**src/icp_pkg.sv**
```systemverilog
// Purpose: Shared constants and types for the interrupt configuration block
// Assumes: 16-bit register port, word index addressing
// Notes: Register offsets are indices on the plain register port
`default_nettype none
package icp_pkg;
  localparam int unsigned ICP_AW = 2;
  localparam int unsigned ICP_DW = 16;
  localparam int unsigned ICP_NSRC = 13;
  // ---------------------------------------------------------------
  // Register offsets
  // ---------------------------------------------------------------
  localparam logic [1:0] ICP_OFF_CTL = 2'h0;
  localparam logic [1:0] ICP_OFF_IEM = 2'h1;
  localparam logic [1:0] ICP_OFF_IE3 = 2'h2;
  localparam logic [1:0] ICP_OFF_IPR = 2'h3;
  // ---------------------------------------------------------------
  // Field positions
  // ---------------------------------------------------------------
  localparam int unsigned ICP_BIT_ALT = 15;
  localparam int unsigned ICP_BIT_DIS = 14;
  localparam int unsigned ICP_BIT_CAL = 14;
  localparam logic [15:0] ICP_CTL_WMASK = 16'h8007;
  localparam logic [15:0] ICP_IEM_MASK = 16'hbf8f;
  localparam logic [15:0] ICP_IE3_MASK = 16'h4000;
  localparam logic [15:0] ICP_IPR_MASK = 16'h7777;
  // ---------------------------------------------------------------
  // Reset values
  // ---------------------------------------------------------------
  localparam logic [15:0] ICP_CTL_RST = 16'h0000;
  localparam logic [15:0] ICP_IEM_RST = 16'h0000;
  localparam logic [15:0] ICP_IE3_RST = 16'h0000;
  localparam logic [15:0] ICP_IPR_RST = 16'h4444;
  // Request presented to the core
  typedef struct packed {
    logic valid;
    logic [3:0] src;
    logic [2:0] level;
    logic alt_table;
  } icp_req_t;
endpackage : icp_pkg
`default_nettype wire

```
**src/icp_ctrl.sv**
```systemverilog
// Purpose: Interrupt enable, priority, polarity and vector table control
// Assumes: Inputs synchronous to i_clk; request lines are levels from sources
// Notes: Source index: 0 ext0,1 capture,2 compare,3 timer_a,4 timer_b,5 timer_c,
//   6 spi_fault,7 spi_xfer,8 serial_rx,9 serial_tx,10 conv_done,11 nvm,12 calendar
// How it works
// RL1: Bit 15 of control selects the alternate vector table when set, else standard.
// RL2: Bit 14 of control is read-only and mirrors the timed disable instruction state.
// RL3: Control bits 0..2 pick negative edge (1) or positive edge (0) for external pins 0..2; only pin 0 feeds a source, pins 1..2 pend unused.
// RL4: A source request is only serviced while its enable bit is set.
// RL5: The main enable register maps the sources to bits 15,13..7,3..0 as listed.
// RL6: The calendar source is enabled by bit 14 of a separate register, other bits absent.
// RL7: Priority codes 111 down to 001 give levels 7 down to 1.
// RL8: A priority code of 000 disables its source whatever its enable bit.
// RL9: Priority register fields sit at 14-12, 10-8, 6-4 and 2-0 with gaps unused.
// RL10: Priority fields reset to 100 and enable and control bits reset to 0.
// RL11: Unimplemented bits ignore writes and read back 0.
// RL12: The highest-level enabled pending request is presented to the core.
//
// Local design decisions: the placing of the registers and the plain strobed port.
`default_nettype none
module icp_ctrl #(
  parameter logic [2:0] FIXED_PRI = 3'h4
) (
  input wire logic i_clk,
  input wire logic i_rst,
  input wire logic i_ce,
  input wire logic [icp_pkg::ICP_AW-1:0] i_addr,
  input wire logic [icp_pkg::ICP_DW-1:0] i_wdata,
  input wire logic i_wr,
  input wire logic i_rd,
  output logic [icp_pkg::ICP_DW-1:0] o_rdata,
  input wire logic i_timed_disable_active,
  input wire logic [2:0] i_ext_pin,
  input wire logic [icp_pkg::ICP_NSRC-1:0] i_src_req,
  output icp_pkg::icp_req_t o_req
);
  import icp_pkg::*;

  // ---------------------------------------------------------------
  // Registers
  // ---------------------------------------------------------------
  logic [15:0] ctl_r;
  logic [15:0] iem_r;
  logic [15:0] ie3_r;
  logic [15:0] ipr_r;
  logic [2:0] pin_r;
  logic [2:0] ext_pend_r;
  logic [15:0] rdata_r;
  icp_req_t req_r;

  wire wr_ctl = i_wr && (i_addr == ICP_OFF_CTL);
  wire wr_iem = i_wr && (i_addr == ICP_OFF_IEM);
  wire wr_ie3 = i_wr && (i_addr == ICP_OFF_IE3);
  wire wr_ipr = i_wr && (i_addr == ICP_OFF_IPR);

  always_ff @(posedge i_clk or posedge i_rst) begin
    if (i_rst) begin
      ctl_r <= ICP_CTL_RST; // RL10
      iem_r <= ICP_IEM_RST; // RL10
      ie3_r <= ICP_IE3_RST; // RL10
      ipr_r <= ICP_IPR_RST; // RL10
    end else if (i_ce) begin
      if (wr_ctl) ctl_r <= i_wdata & ICP_CTL_WMASK; // RL11
      if (wr_iem) iem_r <= i_wdata & ICP_IEM_MASK; // RL5
      if (wr_ie3) ie3_r <= i_wdata & ICP_IE3_MASK; // RL6
      if (wr_ipr) ipr_r <= i_wdata & ICP_IPR_MASK; // RL9
    end
  end

  // ---------------------------------------------------------------
  // Read path
  // ---------------------------------------------------------------
  wire [15:0] ctl_view = {ctl_r[15], i_timed_disable_active, ctl_r[13:0]}; // RL2
  wire [15:0] rd_mux = (i_addr == ICP_OFF_CTL) ? ctl_view :
                       (i_addr == ICP_OFF_IEM) ? iem_r :
                       (i_addr == ICP_OFF_IE3) ? ie3_r : ipr_r;

  always_ff @(posedge i_clk or posedge i_rst) begin
    if (i_rst) begin
      rdata_r <= 16'h0000;
    end else if (i_ce) begin
      rdata_r <= i_rd ? rd_mux : 16'h0000;
    end
  end
  assign o_rdata = rdata_r;

  // ---------------------------------------------------------------
  // External pin edge detection
  // ---------------------------------------------------------------
  wire [2:0] neg_sel = ctl_r[2:0];
  wire [2:0] rise = i_ext_pin & ~pin_r;
  wire [2:0] fall = ~i_ext_pin & pin_r;
  wire [2:0] ext_edge = (neg_sel & fall) | (~neg_sel & rise); // RL3
  logic [2:0] taken_ext;

  always_ff @(posedge i_clk or posedge i_rst) begin
    if (i_rst) begin
      pin_r <= 3'h0;
      ext_pend_r <= 3'h0;
    end else if (i_ce) begin
      pin_r <= i_ext_pin;
      ext_pend_r <= (ext_pend_r & ~taken_ext) | ext_edge;
    end
  end

  // ---------------------------------------------------------------
  // Per-source enable and priority
  // ---------------------------------------------------------------
  logic [ICP_NSRC-1:0] en;
  logic [2:0] pri [ICP_NSRC];
  logic [ICP_NSRC-1:0] pend;
  assign en = {ie3_r[ICP_BIT_CAL], iem_r[15], iem_r[13:7], iem_r[3:0]}; // RL5 RL6
  assign pri[0] = ipr_r[2:0]; // RL9
  assign pri[1] = ipr_r[6:4];
  assign pri[2] = ipr_r[10:8];
  assign pri[3] = ipr_r[14:12];
  assign pend = {i_src_req[ICP_NSRC-1:1], ext_pend_r[0]};

  genvar g;
  generate
    for (g = 4; g < ICP_NSRC; g++) begin : g_fixed
      assign pri[g] = FIXED_PRI;
    end
  endgenerate

  // Live request: enabled, pending and nonzero level
  logic [ICP_NSRC-1:0] live;
  generate
    for (g = 0; g < ICP_NSRC; g++) begin : g_live
      assign live[g] = pend[g] && en[g] && (pri[g] != 3'h0); // RL4 RL8
    end
  endgenerate

  // ---------------------------------------------------------------
  // Highest level wins, lowest index breaks ties
  // ---------------------------------------------------------------
  logic [2:0] best_lvl;
  logic [3:0] best_src;
  logic best_v;
  always_comb begin
    best_lvl = 3'h0;
    best_src = 4'h0;
    best_v = 1'b0;
    for (int i = ICP_NSRC - 1; i >= 0; i--) begin
      if (live[i] && pri[i] >= best_lvl) begin // RL7 RL12
        best_lvl = pri[i];
        best_src = 4'(i);
        best_v = 1'b1;
      end
    end
  end
  assign taken_ext = {2'b00, best_v && best_src == 4'h0};

  always_ff @(posedge i_clk or posedge i_rst) begin
    if (i_rst) begin
      req_r <= '0;
    end else if (i_ce) begin
      req_r.valid <= best_v;
      req_r.src <= best_src;
      req_r.level <= best_lvl;
      req_r.alt_table <= ctl_r[ICP_BIT_ALT]; // RL1
    end
  end
  assign o_req = req_r;

  // ---------------------------------------------------------------
  // Assertions
  // ---------------------------------------------------------------
  property p_alt;
    @(posedge i_clk) disable iff (i_rst)
      i_ce |=> o_req.alt_table == $past(ctl_r[15]);
  endproperty
  a_alt: assert property (p_alt) else $error("alt table bit mismatch"); // RL1

  property p_dis_rd;
    @(posedge i_clk) disable iff (i_rst)
      (i_ce && i_rd && i_addr == ICP_OFF_CTL) |=>
        o_rdata[14] == $past(i_timed_disable_active);
  endproperty
  a_dis_rd: assert property (p_dis_rd) else $error("disable status read wrong"); // RL2

  property p_edge;
    @(posedge i_clk) disable iff (i_rst)
      (i_ce && ext_edge[0]) |=> ext_pend_r[0];
  endproperty
  a_edge: assert property (p_edge) else $error("ext0 edge lost"); // RL3

  property p_en;
    @(posedge i_clk) disable iff (i_rst)
      (i_ce && best_v) |-> en[best_src];
  endproperty
  a_en: assert property (p_en) else $error("disabled source presented"); // RL4

  property p_zero;
    @(posedge i_clk) disable iff (i_rst)
      (i_ce && best_v) |-> pri[best_src] != 3'h0 && best_lvl == pri[best_src];
  endproperty
  a_zero: assert property (p_zero) else $error("level zero source presented"); // RL8

  property p_max;
    @(posedge i_clk) disable iff (i_rst)
      (i_ce && live[3]) |-> best_v && best_lvl >= ipr_r[14:12];
  endproperty
  a_max: assert property (p_max) else $error("higher level not chosen"); // RL12

  property p_unimp;
    @(posedge i_clk) disable iff (i_rst)
      (i_ce && i_rd && i_addr == ICP_OFF_IPR) |=> (o_rdata & ~ICP_IPR_MASK) == 16'h0000;
  endproperty
  a_unimp: assert property (p_unimp) else $error("unused bits read nonzero"); // RL11

  property p_ie3;
    @(posedge i_clk) disable iff (i_rst)
      (i_ce && wr_ie3) |=> ie3_r == ($past(i_wdata) & 16'h4000);
  endproperty
  a_ie3: assert property (p_ie3) else $error("calendar enable write wrong"); // RL6

  property p_ce_hold;
    @(posedge i_clk) disable iff (i_rst)
      !i_ce |=> $stable(ctl_r) && $stable(iem_r) && $stable(ie3_r) && $stable(ipr_r);
  endproperty
  a_ce_hold: assert property (p_ce_hold) else $error("state moved while frozen"); // RL10

  property p_ce_req;
    @(posedge i_clk) disable iff (i_rst)
      !i_ce |=> $stable(o_req) && $stable(o_rdata);
  endproperty
  a_ce_req: assert property (p_ce_req) else $error("outputs moved while frozen"); // RL12

  property p_rd_idle;
    @(posedge i_clk) disable iff (i_rst)
      (i_ce && !i_rd) |=> o_rdata == 16'h0000;
  endproperty
  a_rd_idle: assert property (p_rd_idle) else $error("read data outside read slot"); // RL11

  property p_ctl_mask;
    @(posedge i_clk) disable iff (i_rst)
      (i_ce && wr_ctl) |=> ctl_r == ($past(i_wdata) & ICP_CTL_WMASK);
  endproperty
  a_ctl_mask: assert property (p_ctl_mask) else $error("control write wrong"); // RL11

  property p_ctl_ro;
    @(posedge i_clk) disable iff (i_rst)
      (i_ce && wr_ctl) |=> ctl_r[ICP_BIT_DIS] == 1'b0;
  endproperty
  a_ctl_ro: assert property (p_ctl_ro) else $error("status bit written"); // RL2

  property p_iem_mask;
    @(posedge i_clk) disable iff (i_rst)
      (i_ce && wr_iem) |=> iem_r == ($past(i_wdata) & ICP_IEM_MASK);
  endproperty
  a_iem_mask: assert property (p_iem_mask) else $error("main enable write wrong"); // RL5

  property p_ipr_mask;
    @(posedge i_clk) disable iff (i_rst)
      (i_ce && wr_ipr) |=> ipr_r == ($past(i_wdata) & ICP_IPR_MASK);
  endproperty
  a_ipr_mask: assert property (p_ipr_mask) else $error("priority write wrong"); // RL9

  property p_neg;
    @(posedge i_clk) disable iff (i_rst)
      (i_ce && neg_sel[0] && pin_r[0] && !i_ext_pin[0]) |=> ext_pend_r[0];
  endproperty
  a_neg: assert property (p_neg) else $error("ext0 falling edge lost"); // RL3

  property p_pos;
    @(posedge i_clk) disable iff (i_rst)
      (i_ce && !neg_sel[0] && !pin_r[0] && i_ext_pin[0]) |=> ext_pend_r[0];
  endproperty
  a_pos: assert property (p_pos) else $error("ext0 rising edge lost"); // RL3

  property p_lvl7;
    @(posedge i_clk) disable iff (i_rst)
      (i_ce && live[2] && ipr_r[10:8] == 3'h7) |-> best_v && best_lvl == 3'h7;
  endproperty
  a_lvl7: assert property (p_lvl7) else $error("level seven not on top"); // RL7

  property p_zero_src;
    @(posedge i_clk) disable iff (i_rst)
      (i_ce && ipr_r[2:0] == 3'h0) |-> !live[0];
  endproperty
  a_zero_src: assert property (p_zero_src) else $error("ext0 live at code zero"); // RL8

  property p_req_reg;
    @(posedge i_clk) disable iff (i_rst)
      i_ce |=> o_req.valid == $past(best_v) && o_req.level == $past(best_lvl);
  endproperty
  a_req_reg: assert property (p_req_reg) else $error("request not registered"); // RL12

  c_ce: cover property (@(posedge i_clk) disable iff (i_rst) !i_ce && i_wr);
  c_ext: cover property (@(posedge i_clk) disable iff (i_rst) o_req.valid && o_req.src == 4'h0);
  c_alt: cover property (@(posedge i_clk) disable iff (i_rst) o_req.alt_table);
  c_req: cover property (@(posedge i_clk) disable iff (i_rst) o_req.valid && o_req.level == 3'h7);
  c_neg: cover property (@(posedge i_clk) disable iff (i_rst) neg_sel[0] && ext_edge[0]);
endmodule : icp_ctrl
`default_nettype wire

```
**config.mk**
```make
export PLATFORM = sky130hd
export DESIGN_NAME = icp_ctrl
export DESIGN_NICKNAME = d
export VERILOG_FILES = /design/src/icp_pkg.sv /design/src/icp_ctrl.sv
export SDC_FILE = /design/constraint.sdc
export NUM_CORES = 1
export LEC_CHECK = 0
export BUFFER_PORTS_ARGS = -buffer_cell sky130_fd_sc_hd__buf_4
export CAP_MARGIN = 40
export CORE_MARGIN = 1.5
export CORE_UTILIZATION = 24
export DETAILED_ROUTE_END_ITERATION = 10
export GPL_TIMING_DRIVEN = 0
export PLACE_DENSITY = 0.51
export SLEW_MARGIN = 20
export SYNTH_ARGS = -nofsm -noshare
export SYNTH_HDL_FRONTEND = slang
export SYNTH_SLANG_ARGS = --single-unit
```
**constraint.sdc**
```tcl
create_clock -name i_clk -period 6.69 [get_ports i_clk]
set_input_delay 0 -clock i_clk [delete_from_list [all_inputs] [get_ports i_clk]]
set_output_delay 0 -clock i_clk [all_outputs]
set_load 0.02 [all_outputs]
```
# == Yosys cells after proc, flatten, opt, wreduce, memory -nomap -nowiden ==
# Index checks and enable logic that the tools add are counted.
# op_classes
order_cmp,12
n_reduce_logical,44
bitwise,11
mux,43
eq_ne,3
# op_table
operator,count
2-to-1 mux 4 bit,13
2-to-1 mux 16 bit,3
2-to-1 mux 3 bit,13
logical AND 1 bit,34
greater-or-equal comparator 3 bit (first input constant),8
bitwise AND 3 bit,5
2-to-1 mux 15 bit,1
2-to-1 mux 1 bit,13
greater-or-equal comparator 3 bit,4
nonzero test 3 bit,4
inverter 3 bit,3
AND reduction 2 bit,4
bitwise OR 3 bit,2
equality test 2 bit (second input constant),2
logical NOT 4 bit,1
inverter 1 -> 3 bit,1
equality test 2 x 1 -> 1 bit (second input constant),1
logical NOT 2 bit,1
# word_totals
ff_bits,60
out_inout_bits,25
wordCells,124
inputBits,40

# == Longest topological paths before layout ==
# depth
ltp_word,43
ltp_mapped,26
mapped_depth_nobuf,26

# == Least setup slack after synthesis ==
# Ideal clock, no wire load.
# synth_timing
kind,register to register
start,register iem_r[12]
end,register req_r (netlist bit o_req[8])
path_slack_ns,0.850
path_stages_with_launch,27
n_path_buf,0
setup_time_ns,0.121
required_ns,6.569
arrival_time_ns,5.719
cell_sequence,dfrtp_1 > a22o_1 > a211o_1 > or2_2 > ha_1 > or3b_4 > a21boi_0 > nand2_1 > inv_1 > ha_1 > nand2b_1 > a211oi_1 > a211oi_1 > o2bb2ai_1 > ha_1 > nand2b_1 > a21oi_1 > o21bai_1 > a31oi_4 > mux2_1 > ha_1 > nor2b_1 > o21ai_0 > nand4_1 > nand2_1 > or3b_1 > o22a_1
# synth_between
elab_chain_len,30
# synth_rtl
element,line,source
"start, declared",icp_ctrl.sv:43,logic [15:0] iem_r;
"start signal, assigned",icp_ctrl.sv:64,if (wr_iem) iem_r <= i_wdata & ICP_IEM_MASK;
logical AND 1 bit *,icp_ctrl.sv:130,assign live[g] = pend[g] && en[g] && (pri[g] != 3'h0);
logical AND 1 bit *,icp_ctrl.sv:145,if (live[i] && pri[i] >= best_lvl) begin
2-to-1 mux 3 bit,icp_ctrl.sv:145,
greater-or-equal comparator 3 bit,icp_ctrl.sv:145,
logical AND 1 bit,icp_ctrl.sv:145,
2-to-1 mux 3 bit,icp_ctrl.sv:145,
greater-or-equal comparator 3 bit,icp_ctrl.sv:145,
logical AND 1 bit,icp_ctrl.sv:145,
(+14 left out),--,
logical AND 1 bit,icp_ctrl.sv:145,
2-to-1 mux 3 bit,icp_ctrl.sv:145,
greater-or-equal comparator 3 bit,icp_ctrl.sv:145,
logical AND 1 bit,icp_ctrl.sv:145,
2-to-1 mux 3 bit,icp_ctrl.sv:145,
greater-or-equal comparator 3 bit,icp_ctrl.sv:145,
logical AND 1 bit,icp_ctrl.sv:145,
2-to-1 mux 1 bit *,icp_ctrl.sv:145,
"end, declared",icp_ctrl.sv:49,icp_req_t req_r;
# Mark *: on every way between the ends. The rest lies on a longest branch, timed or not.
# A chain may end at the register's enable or synchronous reset.

# == Final worst setup path ==
# Same ends and word-level chain as after synthesis.

==> impl_metrics.py <==
metrics = {
    "route": {
        "drt_pre_antenna_iters": 7,
        "route.detailed.drc": 5,
        "vias_per_cell": 4.81,
        "detail-route-antenna-nets": 0,
        "first_iter_violations": 95,
        "wl_per_cell_um": 16.4,
        "vias": 2331,
        "wl_um": 7960,
    },
    "global_routing": {
        "gr-usage-all-layers_pct": 12.8,
        "wire_length_of_the_first_global_routing_pass_um": 12500,
        "first_global_vias": 2388,
        "global_route.usage.met3_pct": 2.27,
        "grtUsageMet2_pct": 20.6,
        "grt_overflow": 0,
        "antenna_found_initial": 0,
        "globalRoute.busiestLayer": "met2",
        "pin_count_of_the_biggest_net_entering_global_routing": 57,
        "grt.met1_usage_pct": 17.5,
    },
    "timing": {
        "final-setup-viol-count": 0,
        "finalClockSkew_ns": 0.0123,
        "worst_slew_pin_slew_ns": 0.751,
        "fmaxAchievable_ghz": 0.157,
        "post-route-min-period_ns": 6.39,
        "final_max_slew_viols": 0,
        "timing.setup.tns_ns": 0,
        "timing_hold_violations_final": 0,
        "finalCritPeriodShare_pct": 95.5,
        "finalWorstSetupSlack_ns": 0.303,
        "timing.slew.headroom_pct": 50.0,
    },
    "run_status": {
        "status": "finished, violations left",
        "violated_checks": "design-rule violations",
    },
    "setup_path": {
        "crit_path_max_incr_delay_ns": 0.46,
        "regToRegStartpoint": "iem_r[12]$_DFFE_PP0P_",
        "setup.worst_path.start_class": "flip-flop",
        "cp_data_arrival_time_ns": 6.58,
        "reg2reg_depth": 26,
        "worstPathRequired_ns": 6.88,
        "critical_path_peak_fanout": 5,
        "critical_path.top_delay_family": "compound AO/OA/AOI/OAI gates",
        "crit_slowest_cell": "or3b_4",
        "timing_worst_setup_path_type": "flip-flop to flip-flop",
        "critical_path.n_buffers_inverters": 1,
        "worst_path_most_repeated_cell": "ha_1",
        "r2r_setup_slack_ns": 0.30,
        "worst_setup_path_endpoint": "o_req[8]$_DFFE_PP0P_",
        "cp.depth": 26,
        "critical_path.endpoint_type": "flip-flop",
        "r2r_end": "o_req[8]$_DFFE_PP0P_",
        "first_element_of_the_critical_path": "iem_r[12]$_DFFE_PP0P_",
    },
    "die": {
        "die_h_um": 113,
        "floorplan.die.width_um": 113,
        "start_util_pct": 24.9,
        "number_of_rows_in_the_core_area": 39,
        "top_level_ports": 65,
        "core-area_um2": 11600,
        "design.die.area_um2": 12700,
    },
    "clock_tree": {
        "cts_made_buffers": 5,
        "htree_num_levels": 2,
        "root_buffer": "clkbuf_16",
        "clock_path_buffers": 2,
        "cts_tree": "built",
        "numClockSinks": 56,
        "insertion_delay_ns": 0.30,
        "clkTransAtPathRegs_ns": 0.07,
    },
    "synthesis": {
        "yosys_warnings": 0,
        "yosysSeqAreaShare_pct": 48.9,
        "postSynth.asyncResetShare_pct": 100,
        "netlist_area_um2": 2880,
        "synth_enable_flop_cells": 0,
        "postSynthNetCount": 299,
        "ys_seq_elements": 56,
        "yosysMostFrequentCell": "dfrtp_1",
        "syn-instance-count": 251,
        "synth_top_cells_by_area": "dfrtp_1, mux2_2, dfstp_2, ha_1, a22o_1",
        "most_used_dff_post_synth": "dfrtp_1",
        "synthTopCellsByCount": "dfrtp_1, mux2_2, inv_1",
        "synth_cell_types": 59,
        "postSynthAreaPerCell_um2": 11.5,
        "synth_area_leader_cell": "dfrtp_1",
        "synth_top_area_share_pct": 45.2,
    },
    "cells_and_area": {
        "layout.nets": 389,
        "antenna-diode-count": 0,
        "area_growth_syn_to_layout_pct": 36.7,
        "finalInstanceArea_um2": 3940,
        "post_route_cells_drive_above_1_share_pct": 36.5,
        "filler_cell_count": 1158,
        "post-route-util_pct": 34.0,
    },
    "min_path": {
        "hp-class": "input pin to flip-flop",
        "hold_path_startpoint": "i_timed_disable_active",
    },
    "pwr": {
        "report.power.total_mw": 1.11,
        "power_density_nw_per_um2": 283,
        "p_leak_nw": 1.72,
        "vdd_drop_max_mv": 0.113,
    },
    "placement": {
        "placement.cell_area_um2": 3530,
        "port_buffers": 61,
        "dpl.hpwl_um": 5930,
        "placement.setup.worst_slack_ns": 0.0816,
        "gpl.final_weighted_congestion": 0.823,
    },
    "run": {
        "drv.max_cap_violation_count": 0,
    },
}
-- repair_timing --
item,4_1_cts,5_1_grt
setup endpoints to repair,0,6
buffers inserted,0,2
hold buffers,19,0
endpoints found under the hold margin,83,0
resized for setup,0,9
-- cells by family (layout without fill, tap and decap cells) --
group | after synthesis | in the layout | share of synthesized area [%]
adders and majority gates | 8 | 8 | 3.48
muxes | 39 | 39 | 15.1
buffers and inverters | 25 | 116 | 3.26
AOI/OAI and AO/OA | 72 | 72 | 19.6
DFF | 56 | 56 | 48.9
and+or+nand+nor | 51 | 51 | 9.70
-- layer usage --
metal,share of wire [%],vias up,wire (µm)
li1,-,1124,-
met1,48,1141,3790
met2,47,54,3740
met3,3.9,12,312
met4,1.4,0,114
met5,0,-,0
-- state kept, by name, summed over array words and instances (netlist names) --
register,count
ie3_r,1
o_rdata,16
pin_r,1
o_req,9
iem_r,12
ext_pend_r,1
ipr_r,12
ctl_r,4
-- cell type report --
type / count / area (µm²) / area share [%]
flip-flops and latches: 56 / 1410 / 35.7
clock buffers: 6 / 139 / 3.53
multi-input cells: 170 / 1430 / 36.2
clock inverters: 2 / 15.0 / 0.382
well taps: 143 / 179 / 4.55
repair buffers: 83 / 674 / 17.1
plain buffers: 9 / 33.8 / 0.859
inverters: 16 / 62.6 / 1.59
-- worst min-delay path, cell delays in order --
cell and delay (ns):
buf_4 0.08, a22oi_1 0.05, o2bb2ai_1 0.15
-- per-stage QoR --
stage	std cells	hold slack (ns)
floorplan	251	0.150
global placement	455	0.234
detailed placement	456	0.172
CTS	483	0.0277
global route	485	0.0680
finish	485	0.0322
-- report_power, final --
group	switching, mW	internal (mW)
registers	0.0670	0.411
logic	0.179	0.177
clock network	0.129	0.149
-- placed cells by master, fill, tap and decap left out, types with 3 or more instances in the layout --
cell type	instances
dfrtp_1	52
a22o_1	8
inv_1	14
mux2i_1	4
a31oi_1	4
buf_1	4
o2bb2ai_1	6
dfstp_2	4
and2_1	4
a22oi_1	7
clkbuf_1	5
nand2b_1	3
nor2_1	10
buf_4	63
o21ai_0	12
dlygate4sd3_1	19
nand2_1	11
mux2_2	34
nand3_1	4
ha_1	8
clkbuf_16	5
a21oi_1	6
-- worst min-delay path by stage --
stage / end / slack [ns] / cells after the start
2_1_floorplan: ipr_r[12]$_DFFE_PP0P_ / 0.15 / 1
3_3_place_gp: ipr_r[4]$_DFFE_PP0P_ / 0.23 / 2
3_5_place_dp: o_req[0]$_DFFE_PP0P_ / 0.17 / 2
4_1_cts: o_rdata[14]$_DFFE_PP0P_ / 0.03 / 3
5_1_grt: o_rdata[14]$_DFFE_PP0P_ / 0.07 / 3
6_report: o_rdata[14]$_DFFE_PP0P_ / 0.03 / 3
No activity file was read; power rests on OpenSTA's default activity.
